### src/rxfs_pkg.sv
// Package for the receive frame filter and status block.
// Holds register offsets, bit positions, limits and the carrier structs.
package rxfs_pkg;

   // ----------------------------------------------------------------
   // Register map (byte addresses, one aligned word each)
   // ----------------------------------------------------------------
   localparam logic [11:0] RXFS_OFS_FILTER = 12'h00c; // Write: config
   localparam logic [11:0] RXFS_OFS_RESULT = 12'h00c; // Read: status
   localparam logic [11:0] RXFS_OFS_ADDR_LO = 12'h010; // Station bytes 0-3
   localparam logic [11:0] RXFS_OFS_ADDR_HI = 12'h014; // Station bytes 4-5
   localparam logic [11:0] RXFS_OFS_HASH_LO = 12'h018; // Hash bits 31:0
   localparam logic [11:0] RXFS_OFS_HASH_HI = 12'h01c; // Hash bits 63:32
   localparam logic [11:0] RXFS_OFS_TALLY = 12'h020; // Three tallies
   localparam logic [11:0] RXFS_OFS_PAGE = 12'h024; // Page select bits

   // ----------------------------------------------------------------
   // Config bit positions
   // ----------------------------------------------------------------
   localparam int RXFS_CFG_KEEP_BAD = 0;
   localparam int RXFS_CFG_SHORT = 1;
   localparam int RXFS_CFG_ALL_ONES = 2;
   localparam int RXFS_CFG_GROUP = 3;
   localparam int RXFS_CFG_ANY_UNI = 4;
   localparam int RXFS_CFG_OBSERVE = 5;
   localparam logic [7:0] RXFS_CFG_RESET = 8'h00;

   // ----------------------------------------------------------------
   // Status bit positions
   // ----------------------------------------------------------------
   localparam int RXFS_ST_OK = 0;
   localparam int RXFS_ST_CSUM = 1;
   localparam int RXFS_ST_MISALIGN = 2;
   localparam int RXFS_ST_OVERFLOW = 3;
   localparam int RXFS_ST_DROPPED = 4;
   localparam int RXFS_ST_GROUP = 5;
   localparam int RXFS_ST_RX_OFF = 6;
   localparam int RXFS_ST_DEFER = 7;

   // ----------------------------------------------------------------
   // Frame limits
   // ----------------------------------------------------------------
   localparam logic [15:0] RXFS_MIN_LEN = 16'h0040; // 64 bytes
   localparam logic [15:0] RXFS_RUNT_LEN = 16'h0008; // 8 bytes
   localparam logic [2:0] RXFS_DRIBBLE_MAX = 3'h4; // Fewer than 5
   localparam logic [2:0] RXFS_DA_LAST = 3'h5; // Sixth address byte
   localparam logic [1:0] RXFS_PAGE_ZERO = 2'h0;

   // ----------------------------------------------------------------
   // Carriers
   // ----------------------------------------------------------------
   // Decoded byte stream from the line decoder
   typedef struct packed {
      logic start; // Frame start pulse
      logic valid; // Data byte pulse
      logic [7:0] data; // Byte, first bit in bit 0
      logic done; // Frame end pulse
      logic [2:0] dribble; // Bits past last byte boundary
      logic csum_bad_end; // Checksum bad at frame end
      logic csum_bad_byte; // Checksum bad at last boundary
      logic fifo_over; // Receive FIFO overflow pulse
      logic no_buffer; // No receive buffer left
   } rxfs_stream_t;

   // Result towards the local DMA
   typedef struct packed {
      logic take; // Frame accepted for buffering
      logic reject; // Frame dropped, buffer rewinds
      logic stat_wr; // Write status byte at head
      logic [7:0] stat; // Status byte
   } rxfs_dma_t;

   // Tally increment pulses
   typedef struct packed {
      logic misalign;
      logic checksum;
      logic dropped;
   } rxfs_tally_t;

endpackage

### src/rxfs_tally.sv
// One 8-bit error tally counter for the receive filter block.
// Assumes the increment is a one-cycle pulse on the same clock.
`timescale 1ns/100ps
module rxfs_tally (
   // Clock and reset
   input wire logic clk_i,
   input wire logic rstn_i,
   // Control
   input wire logic inc_i,
   input wire logic clr_i,
   // Count
   output logic [7:0] count_o
);
   // ----------------------------------------------------------------
   // Counter state
   // ----------------------------------------------------------------
   typedef struct packed {
      logic [7:0] count;
   } rxfs_tally_st_t;

   rxfs_tally_st_t st_ff; // Registered state
   rxfs_tally_st_t nxt_st; // Next state

   // Saturates so a busy net never wraps a tally back to small values
   always_comb begin
      nxt_st = st_ff;
      if (clr_i) begin
         // An event in the clearing cycle is still counted
         nxt_st.count = {7'h00, inc_i};
      end else if (inc_i && st_ff.count != 8'hff) begin
         nxt_st.count = st_ff.count + 8'h01;
      end
   end

   // State register
   always_ff @(posedge clk_i or negedge rstn_i) begin
      if (!rstn_i) begin
         st_ff <= '0;
      end else begin
         st_ff <= nxt_st;
      end
   end

   assign count_o = st_ff.count;
endmodule

### src/rxfs_filter.sv
// Receive frame acceptance filter and per-frame status for the
// network controller receive path.
// Assumes a decoded byte stream on clk_i and an APB master for software.
//
// Added by the designer: the APB interface to the registers.
`timescale 1ns/100ps
module rxfs_filter
(
   // Clock and reset
   input wire logic clk_i,
   input wire logic rstn_i,
   // APB slave
   input wire logic psel_i,
   input wire logic penable_i,
   input wire logic pwrite_i,
   input wire logic [11:0] paddr_i,
   input wire logic [31:0] pwdata_i,
   input wire logic [3:0] pstrb_i,
   output logic [31:0] prdata_o,
   output logic pready_o,
   output logic pslverr_o,
   // Receive stream from the line decoder
   input wire rxfs_pkg::rxfs_stream_t rx_i,
   // Line pins, asynchronous
   input wire logic carrier_present_input_i,
   input wire logic collision_line_i,
   // Result to the local DMA
   output rxfs_pkg::rxfs_dma_t dma_o
);
   import rxfs_pkg::*;

   // ----------------------------------------------------------------
   // Frame states
   // ----------------------------------------------------------------
   typedef enum logic [1:0] {
      RXFS_IDLE = 2'b00,
      RXFS_DEST = 2'b01,
      RXFS_BODY = 2'b11,
      RXFS_DROP = 2'b10
   } rxfs_fsm_t;

   // ----------------------------------------------------------------
   // All block state except the tally counts
   // ----------------------------------------------------------------
   typedef struct packed {
      rxfs_fsm_t fsm; // Frame sequencer
      logic [7:0] cfg; // Filter config
      logic [47:0] station; // Station address, byte 0 low
      logic [63:0] hash; // Group hash array
      logic [1:0] page; // Page select hi/lo
      logic [7:0] result; // Receive status
      logic [2:0] da_idx; // Destination byte index
      logic [47:0] da; // Captured destination
      logic [5:0] crc_idx; // Hash index being built
      logic [31:0] crc; // Running destination checksum
      logic [15:0] len; // Byte count
      logic accept; // Frame passed the filter
      logic recognised; // Address matched
      logic [31:0] rdata; // APB read data
      logic ready; // APB ready
      logic slverr; // APB error
      rxfs_dma_t dma; // DMA result
      rxfs_tally_t tinc; // Tally pulses
      logic [1:0] car_sync; // Carrier synchroniser
      logic [1:0] col_sync; // Collision synchroniser
   } rxfs_state_t;

   rxfs_state_t st_ff; // Registered state
   rxfs_state_t nxt_st; // Next state

   logic [7:0] misalign_cnt; // Tally outputs
   logic [7:0] checksum_cnt;
   logic [7:0] dropped_cnt;
   logic tally_clr; // Software clear of tallies

   // ----------------------------------------------------------------
   // Tally counters
   // ----------------------------------------------------------------
   // misalign tally
   rxfs_tally u_misalign (
      .clk_i(clk_i), .rstn_i(rstn_i),
      .inc_i(st_ff.tinc.misalign), .clr_i(tally_clr),
      .count_o(misalign_cnt));
   rxfs_tally u_checksum (
      .clk_i(clk_i), .rstn_i(rstn_i),
      .inc_i(st_ff.tinc.checksum), .clr_i(tally_clr),
      .count_o(checksum_cnt));
   rxfs_tally u_dropped (
      .clk_i(clk_i), .rstn_i(rstn_i),
      .inc_i(st_ff.tinc.dropped), .clr_i(tally_clr),
      .count_o(dropped_cnt));

   // ----------------------------------------------------------------
   // Helpers
   // ----------------------------------------------------------------
   // One checksum step over a byte, LSB first, reflected polynomial
   function automatic logic [31:0] crc_byte(input logic [31:0] c,
                                            input logic [7:0] d);
      logic [31:0] r;
      r = c;
      for (int i = 0; i < 8; i++) begin
         // Fold in the polynomial when the out-shifted bit differs
         r = (r >> 1) ^ ((r[0] ^ d[i]) ? 32'hedb88320 : 32'h00000000);
      end
      return r;
   endfunction
   logic apb_acc; // Access phase
   logic apb_wr; // Write taken this edge
   logic apb_rd; // Read taken this edge
   logic page0; // Page zero selected
   logic [7:0] byte_in; // Current stream byte
   logic [31:0] crc_new; // Checksum after this byte
   logic is_group; // Group bit of destination
   logic is_bcast; // All-ones destination
   logic hash_hit; // Hash array hit
   logic uni_hit; // Unicast category match
   logic grp_hit; // Group or broadcast match
   logic bad_csum; // Checksum error at end
   logic misalign; // Alignment error at end
   logic len_bad; // Length rejected
   logic err_rej; // Error rejected
   logic dropped; // Recognised frame dropped for lack of room or in observe mode
   logic [7:0] fin_stat; // Final status byte

   assign apb_acc = psel_i && penable_i;
   assign apb_wr = apb_acc && pwrite_i && !st_ff.ready;
   assign apb_rd = apb_acc && !pwrite_i && !st_ff.ready;
   assign page0 = (st_ff.page == RXFS_PAGE_ZERO);
   assign tally_clr = apb_wr && paddr_i == RXFS_OFS_TALLY && pstrb_i[0];
   assign byte_in = rx_i.data;
   assign crc_new = crc_byte(st_ff.crc, byte_in);
   // misaligned when more than 4 dribble bits and boundary checksum bad
   assign misalign = (rx_i.dribble > RXFS_DRIBBLE_MAX) &&
                     rx_i.csum_bad_byte;
   assign bad_csum = (rx_i.csum_bad_end &&
                      rx_i.dribble <= RXFS_DRIBBLE_MAX) || misalign;
   // runts below 8 always go, 8..63 only when allowed
   assign len_bad = (st_ff.len < RXFS_MIN_LEN) &&
                    (!st_ff.cfg[RXFS_CFG_SHORT] ||
                     st_ff.len < RXFS_RUNT_LEN);
   assign err_rej = len_bad ||
                    (bad_csum && !st_ff.cfg[RXFS_CFG_KEEP_BAD]);
   // no buffer or observe mode drops a recognised frame
   assign dropped = st_ff.recognised &&
                    (rx_i.no_buffer || st_ff.cfg[RXFS_CFG_OBSERVE]);

   // Destination classification with the final byte folded in
   always_comb begin
      logic [47:0] da_full;
      logic [31:0] c;
      da_full = st_ff.da;
      da_full[47:40] = byte_in;
      c = crc_new;
      is_group = da_full[0];
      is_bcast = (da_full == 48'hffffffffffff);
      // Hash index from top six checksum bits
      hash_hit = st_ff.hash[{c[26], c[27], c[28], c[29], c[30], c[31]}];
      uni_hit = !is_group && (st_ff.cfg[RXFS_CFG_ANY_UNI] ||
                              da_full == st_ff.station);
      grp_hit = is_group &&
                ((is_bcast && st_ff.cfg[RXFS_CFG_ALL_ONES]) ||
                 (!is_bcast && st_ff.cfg[RXFS_CFG_GROUP] && hash_hit));
   end

   // Final status assembly
   always_comb begin
      fin_stat = st_ff.result;
      fin_stat[RXFS_ST_CSUM] = bad_csum;
      fin_stat[RXFS_ST_MISALIGN] = misalign;
      fin_stat[RXFS_ST_DROPPED] = dropped;
      // ok only with all error bits clear
      fin_stat[RXFS_ST_OK] = !bad_csum && !misalign && !dropped &&
                             !st_ff.result[RXFS_ST_OVERFLOW];
   end

   // ----------------------------------------------------------------
   // Next state
   // ----------------------------------------------------------------
   always_comb begin
      nxt_st = st_ff;
      nxt_st.dma.take = 1'b0;
      nxt_st.dma.reject = 1'b0;
      nxt_st.dma.stat_wr = 1'b0;
      nxt_st.tinc = '0;
      nxt_st.slverr = 1'b0;
      // Pin synchronisers
      nxt_st.car_sync = {st_ff.car_sync[0], carrier_present_input_i};
      nxt_st.col_sync = {st_ff.col_sync[0], collision_line_i};
      // deferral tracks synchronised carrier or collision
      nxt_st.result[RXFS_ST_DEFER] = st_ff.car_sync[1] ||
                                     st_ff.col_sync[1];
      nxt_st.result[RXFS_ST_RX_OFF] = st_ff.cfg[RXFS_CFG_OBSERVE];

      // APB: one wait state, ready pulses for one edge
      nxt_st.ready = apb_acc && !st_ff.ready;
      if (apb_wr) begin
         // page zero 0x0c write is the config
         if (paddr_i == RXFS_OFS_FILTER) begin
            if (!page0) begin
               nxt_st.slverr = 1'b1;
            end else if (pstrb_i[0]) begin
               nxt_st.cfg = {2'b00, pwdata_i[5:0]};
            end
         end else if (paddr_i == RXFS_OFS_ADDR_LO) begin
            for (int b = 0; b < 4; b++) begin
               if (pstrb_i[b]) nxt_st.station[b*8 +: 8] = pwdata_i[b*8 +: 8];
            end
         end else if (paddr_i == RXFS_OFS_ADDR_HI) begin
            if (pstrb_i[0]) nxt_st.station[39:32] = pwdata_i[7:0];
            if (pstrb_i[1]) nxt_st.station[47:40] = pwdata_i[15:8];
         end else if (paddr_i == RXFS_OFS_HASH_LO) begin
            for (int b = 0; b < 4; b++) begin
               if (pstrb_i[b]) nxt_st.hash[b*8 +: 8] = pwdata_i[b*8 +: 8];
            end
         end else if (paddr_i == RXFS_OFS_HASH_HI) begin
            for (int b = 0; b < 4; b++) begin
               if (pstrb_i[b]) nxt_st.hash[32+b*8 +: 8] = pwdata_i[b*8 +: 8];
            end
         end else if (paddr_i == RXFS_OFS_PAGE) begin
            if (pstrb_i[0]) nxt_st.page = pwdata_i[1:0];
         end else if (paddr_i != RXFS_OFS_TALLY) begin
            nxt_st.slverr = 1'b1;
         end
      end
      if (apb_rd) begin
         // page zero 0x0c read is the status
         if (paddr_i == RXFS_OFS_RESULT && page0) begin
            nxt_st.rdata = {24'h000000, st_ff.result};
         end else if (paddr_i == RXFS_OFS_ADDR_LO) begin
            nxt_st.rdata = st_ff.station[31:0];
         end else if (paddr_i == RXFS_OFS_ADDR_HI) begin
            nxt_st.rdata = {16'h0000, st_ff.station[47:32]};
         end else if (paddr_i == RXFS_OFS_HASH_LO) begin
            nxt_st.rdata = st_ff.hash[31:0];
         end else if (paddr_i == RXFS_OFS_HASH_HI) begin
            nxt_st.rdata = st_ff.hash[63:32];
         end else if (paddr_i == RXFS_OFS_TALLY) begin
            nxt_st.rdata = {8'h00, dropped_cnt, checksum_cnt, misalign_cnt};
         end else if (paddr_i == RXFS_OFS_PAGE) begin
            nxt_st.rdata = {30'h0, st_ff.page};
         end else begin
            nxt_st.rdata = 32'h00000000;
            nxt_st.slverr = 1'b1;
         end
      end

      // Frame sequencer
      case (st_ff.fsm)
         RXFS_IDLE: begin
            if (rx_i.start) begin
               // clear frame bits as the next frame starts
               nxt_st.result[5:0] = 6'h00;
               nxt_st.da_idx = 3'h0;
               nxt_st.crc = 32'hffffffff;
               nxt_st.len = 16'h0000;
               nxt_st.accept = 1'b0;
               nxt_st.recognised = 1'b0;
               nxt_st.fsm = RXFS_DEST;
            end
         end
         RXFS_DEST: begin
            if (rx_i.valid) begin
               nxt_st.len = st_ff.len + 16'h0001;
               nxt_st.crc = crc_new;
               nxt_st.da[st_ff.da_idx*8 +: 8] = byte_in;
               nxt_st.da_idx = st_ff.da_idx + 3'h1;
               if (st_ff.da_idx == RXFS_DA_LAST) begin
                  nxt_st.recognised = uni_hit || grp_hit;
                  nxt_st.accept = (uni_hit || grp_hit) &&
                                  !st_ff.cfg[RXFS_CFG_OBSERVE] &&
                                  !rx_i.no_buffer;
                  nxt_st.result[RXFS_ST_GROUP] = grp_hit;
                  nxt_st.fsm = RXFS_BODY;
               end
            end
            // Too short to hold an address: nothing recognised
            if (rx_i.done) nxt_st.fsm = RXFS_IDLE;
         end
         RXFS_BODY: begin
            if (rx_i.valid) nxt_st.len = st_ff.len + 16'h0001;
            if (rx_i.fifo_over && st_ff.accept) begin
               nxt_st.result[RXFS_ST_OVERFLOW] = 1'b1;
               nxt_st.result[RXFS_ST_OK] = 1'b0;
               nxt_st.dma.reject = 1'b1;
               nxt_st.fsm = RXFS_DROP;
            end else if (rx_i.done) begin
               nxt_st.result = fin_stat;
               nxt_st.tinc.checksum = bad_csum;
               nxt_st.tinc.misalign = misalign;
               // observe mode counts each recognised frame
               nxt_st.tinc.dropped = dropped;
               if (st_ff.accept && !err_rej) begin
                  // status byte at head of kept frame
                  nxt_st.dma.take = 1'b1;
                  nxt_st.dma.stat_wr = 1'b1;
                  nxt_st.dma.stat = fin_stat;
               end else if (st_ff.accept) begin
                  nxt_st.dma.reject = 1'b1;
               end
               nxt_st.fsm = RXFS_IDLE;
            end
         end
         RXFS_DROP: begin
            // Rest of aborted frame is discarded
            if (rx_i.done) nxt_st.fsm = RXFS_IDLE;
         end
         default: nxt_st.fsm = RXFS_IDLE;
      endcase
   end

   // ----------------------------------------------------------------
   // State register
   // ----------------------------------------------------------------
   always_ff @(posedge clk_i or negedge rstn_i) begin
      if (!rstn_i) begin
         st_ff <= '0;
      end else begin
         st_ff <= nxt_st;
      end
   end

   // ----------------------------------------------------------------
   // Outputs
   // ----------------------------------------------------------------
   assign prdata_o = st_ff.rdata;
   assign pready_o = st_ff.ready;
   assign pslverr_o = st_ff.slverr;
   assign dma_o = st_ff.dma;
endmodule

### config.mk
export PLATFORM = sky130hd
export DESIGN_NAME = rxfs_filter
export DESIGN_NICKNAME = d
export VERILOG_FILES = /design/src/rxfs_pkg.sv /design/src/rxfs_tally.sv /design/src/rxfs_filter.sv
export SDC_FILE = /design/constraint.sdc
export NUM_CORES = 1
export LEC_CHECK = 0
export BUFFER_PORTS_ARGS = -buffer_cell sky130_fd_sc_hd__clkbuf_2
export CAP_MARGIN = 20
export CORE_MARGIN = 3
export CORE_UTILIZATION = 25
export CTS_CLUSTER_DIAMETER = 120
export CTS_CLUSTER_SIZE = 20
export DETAILED_ROUTE_END_ITERATION = 12
export SKIP_CTS_REPAIR_TIMING = 1
export SLEW_MARGIN = 20
export SYNTH_ARGS = -nofsm -noshare
export SYNTH_HDL_FRONTEND = slang
export SYNTH_SLANG_ARGS = --single-unit
### constraint.sdc
create_clock -name clk_i -period 3.75 [get_ports clk_i]
set_input_delay 0.75 -clock clk_i [delete_from_list [all_inputs] [get_ports clk_i]]
set_output_delay 0.75 -clock clk_i [all_outputs]
set_load 0.05 [all_outputs]
; Word level (Yosys, flattened, before mapping)
; Index checks and enable logic that the tools add are counted.
[totals]
ff_bits = 307
[classes]
add_sub_neg = 6
magnitude_cmp = 5
n_eq_ne = 28
shift = 2
mux = 77
bitwise = 23
n_reduce_logical = 84
[ops]
columns = cell, count
row1 = 32-bit two-way mux, 13
row2 = 31-bit by 32-bit bitwise XOR with 32-bit output, 8
row3 = 50-bit two-way mux, 2
row4 = 32-bit case mux with 2 select lines, 1
row5 = 8-bit two-way mux, 7
row6 = 51-bit two-way mux, 1
row7 = 48-bit bitwise mux, 1
row8 = "12-bit by 5-bit equality test with 1-bit output, second input constant", 4
row9 = 48-bit equality test, 1
row10 = "48-bit equality test, second input constant", 1
row11 = 16-bit case mux with 3 select lines, 1
row12 = "8-bit by 34-bit variable shift with 48-bit output, first input constant", 1
row13 = 8-bit by 34-bit indexed part select with 48-bit output, 1
row14 = 4-bit AND reduction, 9
row15 = 6-bit negator with 34-bit output, 1
row16 = 1-bit logical AND, 29
row17 = 14-bit two-way mux, 2
row18 = 7-bit AND reduction, 4
row19 = 1-bit two-way mux, 27
row20 = "8-bit by 1-bit adder with 8-bit output, second input constant", 3
row21 = "12-bit by 6-bit equality test with 1-bit output, second input constant", 2
row22 = 24-bit two-way mux, 1
row23 = "8-bit != test, second input constant", 3
row24 = 6-bit AND reduction, 4
row25 = other kinds (36), 98

; Depth between registers and ports, before layout
[logic_depth]
ltp_word = 35
ltp_mapped = 10
ltp_nobuf = 8

; Cells and area by module
; Synthesis repeated with hierarchy kept, for this count alone.
[hier_totals]
cells_unflattened = 1403
hier_area_um2 = 15436.1
[by_module_without_submodules]
columns = module, n_inst, cells_each, area_per_inst_um2, seq_area_each_um2
row1 = rxfs_filter, 1, 1262, 14056.0, 6856.6
row2 = rxfs_tally (u_dropped ...), 2, 47, 473.0, 200.2
row3 = rxfs_tally (u_checksum), 1, 47, 434.2, 200.2

; Worst setup path after synthesis
; Ideal clock, no wire load.
[synth_path]
kind = input -> register
from = input rx_i[12] (netlist bit)
to = register st_ff[53] (netlist bit)
t_arrival_ns = 2.635
t_required_ns = 3.626
setup_slack_ns = 0.991
stages = 9
path_cell_list = buf_4 xnor2_1 buf_4 mux2_1 a311o_1 o41ai_2 o41ai_2 nor3_1 a21oi_1
[synth_via]
elab_chain_len = 17
[synth_lines]
columns = element, line_no
row1 = from (decl), rxfs_filter.sv:23  ; input wire rxfs_pkg::rxfs_stream_t rx_i,
row2 = 1-bit bitwise XOR, rxfs_filter.sv:103  ; r = (r >> 1) ^ ((r[0] ^ d[i]) ? 32'hedb88320 : 32'h00000000);
row3 = 32-bit two-way mux, rxfs_filter.sv:103
row4 = 31-bit by 32-bit bitwise XOR with 32-bit output (4 in series), rxfs_filter.sv:103
row5 = 1-bit binary-select mux with 6-bit select, rxfs_filter.sv:157  ; hash_hit = st_ff.hash[{c[26], c[27], c[28], c[29], c[30], c[31]}];
row6 = 1-bit two-way mux (implied by the code), rxfs_filter.sv:157
row7 = 1-bit logical AND, rxfs_filter.sv:162  ; (!is_bcast && st_ff.cfg[RXFS_CFG_GROUP] && hash_hit));
row8 = 1-bit logical OR, rxfs_filter.sv:161  ; ((is_bcast && st_ff.cfg[RXFS_CFG_ALL_ONES]) ||
row9 = 1-bit logical AND, rxfs_filter.sv:160  ; grp_hit = is_group &&
row10 = 1-bit logical OR *, rxfs_filter.sv:269  ; nxt_st.accept = (uni_hit || grp_hit) &&
row11 = 1-bit logical AND *, rxfs_filter.sv:269
row12 = 1-bit logical AND *, rxfs_filter.sv:270  ; !st_ff.cfg[RXFS_CFG_OBSERVE] &&
row13 = 2-bit two-way mux *, rxfs_filter.sv:267  ; if (st_ff.da_idx == RXFS_DA_LAST) begin
row14 = 50-bit two-way mux *, rxfs_filter.sv:262  ; if (rx_i.valid) begin
row15 = 2-bit case mux with 2 select lines *, rxfs_filter.sv:248  ; case (st_ff.fsm)
row16 = to (signal assigned), rxfs_filter.sv:318  ; st_ff <= nxt_st;
row17 = to (decl), rxfs_filter.sv:68  ; rxfs_state_t st_ff;
; Every way passes the cells marked *; elsewhere a longest branch is shown, timed or not. The select of a mux whose other input is x is not followed.
; A chain may end at the register's enable or synchronous reset.

; Worst setup path in the final report
[layout_path]
from = register st_ff[74] (netlist bit)
to = register st_ff[53] (netlist bit)
[layout_via]
elab_chain_len = 21
[layout_lines]
columns = element, line_no
row1 = 31-bit by 32-bit bitwise XOR with 32-bit output (4 in series), rxfs_filter.sv:103
row2 = 1-bit bitwise XOR, rxfs_filter.sv:103
row3 = 32-bit two-way mux, rxfs_filter.sv:103
row4 = 31-bit by 32-bit bitwise XOR with 32-bit output (4 in series), rxfs_filter.sv:103
row5 = 1-bit binary-select mux with 6-bit select, rxfs_filter.sv:157
row6 = 1-bit two-way mux (implied by the code), rxfs_filter.sv:157
row7 = 1-bit logical AND, rxfs_filter.sv:162
row8 = 1-bit logical OR, rxfs_filter.sv:161
row9 = 1-bit logical AND, rxfs_filter.sv:160
row10 = 1-bit logical OR, rxfs_filter.sv:269
row11 = 1-bit logical AND, rxfs_filter.sv:269
row12 = 1-bit logical AND, rxfs_filter.sv:270
row13 = 2-bit two-way mux, rxfs_filter.sv:267
row14 = 50-bit two-way mux, rxfs_filter.sv:262
row15 = 2-bit case mux with 2 select lines, rxfs_filter.sv:248
; No other way between the ends. The select of a mux whose other input is x is not followed.

==> impl_metrics.env <==
export IMPL_final_common_cell="dfrtp_1"
export IMPL_fp_dieArea_sq_um=64190
export IMPL_hold_viol_final=0
export IMPL_final_period_utilization=0.7606
export IMPL_wl_per_cell_um=20.56
export IMPL_ys_types=69
export IMPL_fmax_mhz=350.6
export IMPL_syn_area_per_cell_sq_um=10.78
export IMPL_reg2regPathDepth=8
export IMPL_cts_path_max_buffers=3
export IMPL_core_area_sq_um=60470
export IMPL_finalNetCount=1569
export IMPL_tightest_slew_ns=1.076
export IMPL_die_w_um=253.4
export IMPL_multi_input_area_sq_um=7174
export IMPL_antenna_found_initial=5
export IMPL_grt_pass1_wl_mm=71.08
export IMPL_n_fill_cell=6159
export IMPL_viasPerCell=4.926
export IMPL_cts_tree="yes"
export IMPL_hp_class="input port to async pin"
export IMPL_placed_cell_area_sq_um=16560
export IMPL_seq_area_sq_um=7457
export IMPL_maxCapViolations=0
export IMPL_crit_fanout=7
export IMPL_cts_root_buf="clkbuf_16"
export IMPL_clock_latency_ns=0.53
export IMPL_synth_edff_count=0
export IMPL_syn_num_nets=1501
export IMPL_setup_viol=0
export IMPL_ir_drop_uv=338.9
export IMPL_place_congestion=0.9346
export IMPL_dp_hpwl_mm=36.27
export IMPL_crit_path_end_kind="flop"
export IMPL_htreeDepth=1
export IMPL_rsz0062_at_grt="no"
export IMPL_pwr_density_cell_nw_per_um2=521.5
export IMPL_start_util=0.2529
export IMPL_final_area_sq_um=17070
export IMPL_relSlewSlack=0.2776
export IMPL_wl_mm=46.70
export IMPL_grt_overflow_total=0
export IMPL_io_pins=118
export IMPL_cp_start_kind="flop"
export IMPL_synth_warnings=0
export IMPL_row_count=90
export IMPL_clk_pin_slew_ns=0.09
export IMPL_syn2layout_area_growth_pct=11.58
export IMPL_drv_slew=0
export IMPL_port_buffers=117
export IMPL_drive_gt1_frac=0.2354
export IMPL_setup_ws_ns=0.8977
export IMPL_drt_pre_antenna_iters=6
export IMPL_path_class="flop to flop"
export IMPL_ys_flop_type="dfrtp_1"
export IMPL_grt_max_degree=95
export IMPL_final_cell_mix="298 x dfrtp_1, 166 x nand2_1, 124 x mux2_2"
export IMPL_cts_sinks=298
export IMPL_setup_tns_final_ns=0
export IMPL_fin_skew_ns=0.02277
export IMPL_ant_nets=0
export IMPL_syn_instance_count=1419
export IMPL_drt_iter0_drc=798
export IMPL_vias=11190
export IMPL_ys_seq_elements=298
export IMPL_numCtsBuffers=18
export IMPL_fin_crit_ns=2.852
export IMPL_critPathArrivalTime_ns=3.28
export IMPL_ys_seq_area_frac=0.4875
export IMPL_power_leakage_nw=7.321
export IMPL_grt_pass1_vias=11130
export IMPL_grt_total_usage=0.1447
export IMPL_die_h_um=253.4
export IMPL_drcViolationCount=0
export IMPL_ys_async_sr_fraction=1.000
export IMPL_dp_slack_ns=0.2506
export IMPL_synth_area_sq_um=15300
export IMPL_cp_required_ns=4.17
export IMPL_status="finished, final reports clean"
[metal layers]
metal,vias to the layer above,share of wire,track usage
met5,-,0.0012,0
met2,304,0.48,0.2415
li1,5098,-,-
met1,5717,0.44,0.1955
met4,8,0.023,0.03707
met3,60,0.055,0.02311
[cells by family after synthesis]
family,Yosys count,synth area share
fa+ha+maj,9,0.007362
xor+xnor,154,0.09783
simple gates,440,0.1356
compound gates,226,0.09235
mux,173,0.1342
buf+inv,119,0.04507
flops,298,0.4875
[cells in the mapped netlist (17+ instances only)]
cell | n | area, sq um
o21ai_0 | 66 | 330.3
xnor2_1 | 107 | 937.2
buf_4 | 50 | 375.4
mux2i_1 | 21 | 210.2
nor2_1 | 116 | 435.4
clkbuf_1 | 38 | 142.6
dfrtp_1 | 298 | 7457
nand4_1 | 33 | 206.5
a21oi_1 | 64 | 320.3
nor3_1 | 23 | 115.1
mux2_2 | 124 | 1396
nand3_1 | 31 | 155.2
mux2_1 | 17 | 191.4
xor2_1 | 33 | 289.0
nand2_1 | 166 | 623.1
[layout make-up]
type	instances	area share
Clock buffer	20	0.02866
Timing Repair Buffer	155	0.05381
Multi-Input combinational cell	1002	0.4204
Antenna cell	2	0.0002932
Tap cell	782	0.05733
Sequential cell	298	0.4369
Inverter	12	0.002639
[path summary, 6_finish.rpt]
check | startpoint | end | slack [ns]
max | st_ff[74] | st_ff[53] | 0.90
min | rstn_i | st_ff[4] | 0.27
max reg2reg | st_ff[74] | st_ff[53] | 0.90
min reg2reg | nxt_st[1] | st_ff[1] | 0.35
max in group asynchronous | rstn_i | st_ff[86] | 2.60
min in group clk_i | carrier_present_input_i | nxt_st[3] | 0.34
[per-stage QoR]
step                cells    util  total power [W]  hold WS (ns)
finish               2271  0.2822         0.008900        0.2684
floorplan            1419       -         0.006174        0.3312
global route         2269  0.2822         0.009396        0.3257
CTS                  2269  0.2819         0.008957        0.2856
detailed placement   2249  0.2738         0.006923        0.3362
global placement     2249  0.2738         0.006879        0.3374
[where the power goes]
part / internal [W] / switching [W] / leakage (nW) / total (W)
registers: 0.00347 / 0.000265 / 3.86 / 0.00373
clock network: 0.000925 / 0.00108 / 0.241 / 0.00201
logic: 0.00140 / 0.00176 / 3.22 / 0.00316
[worst max-delay path, cell delays in order (launching register included)]
cell       delay (ns)
dfrtp_1          0.43
xnor2_1          0.87
buf_4            0.29
mux4_2           0.29
mux2_2           0.27
o2bb2ai_1        0.20
o41ai_2          0.12
nor3_1           0.19
a21oi_1          0.09
No activity file was read; power rests on OpenSTA's default activity.
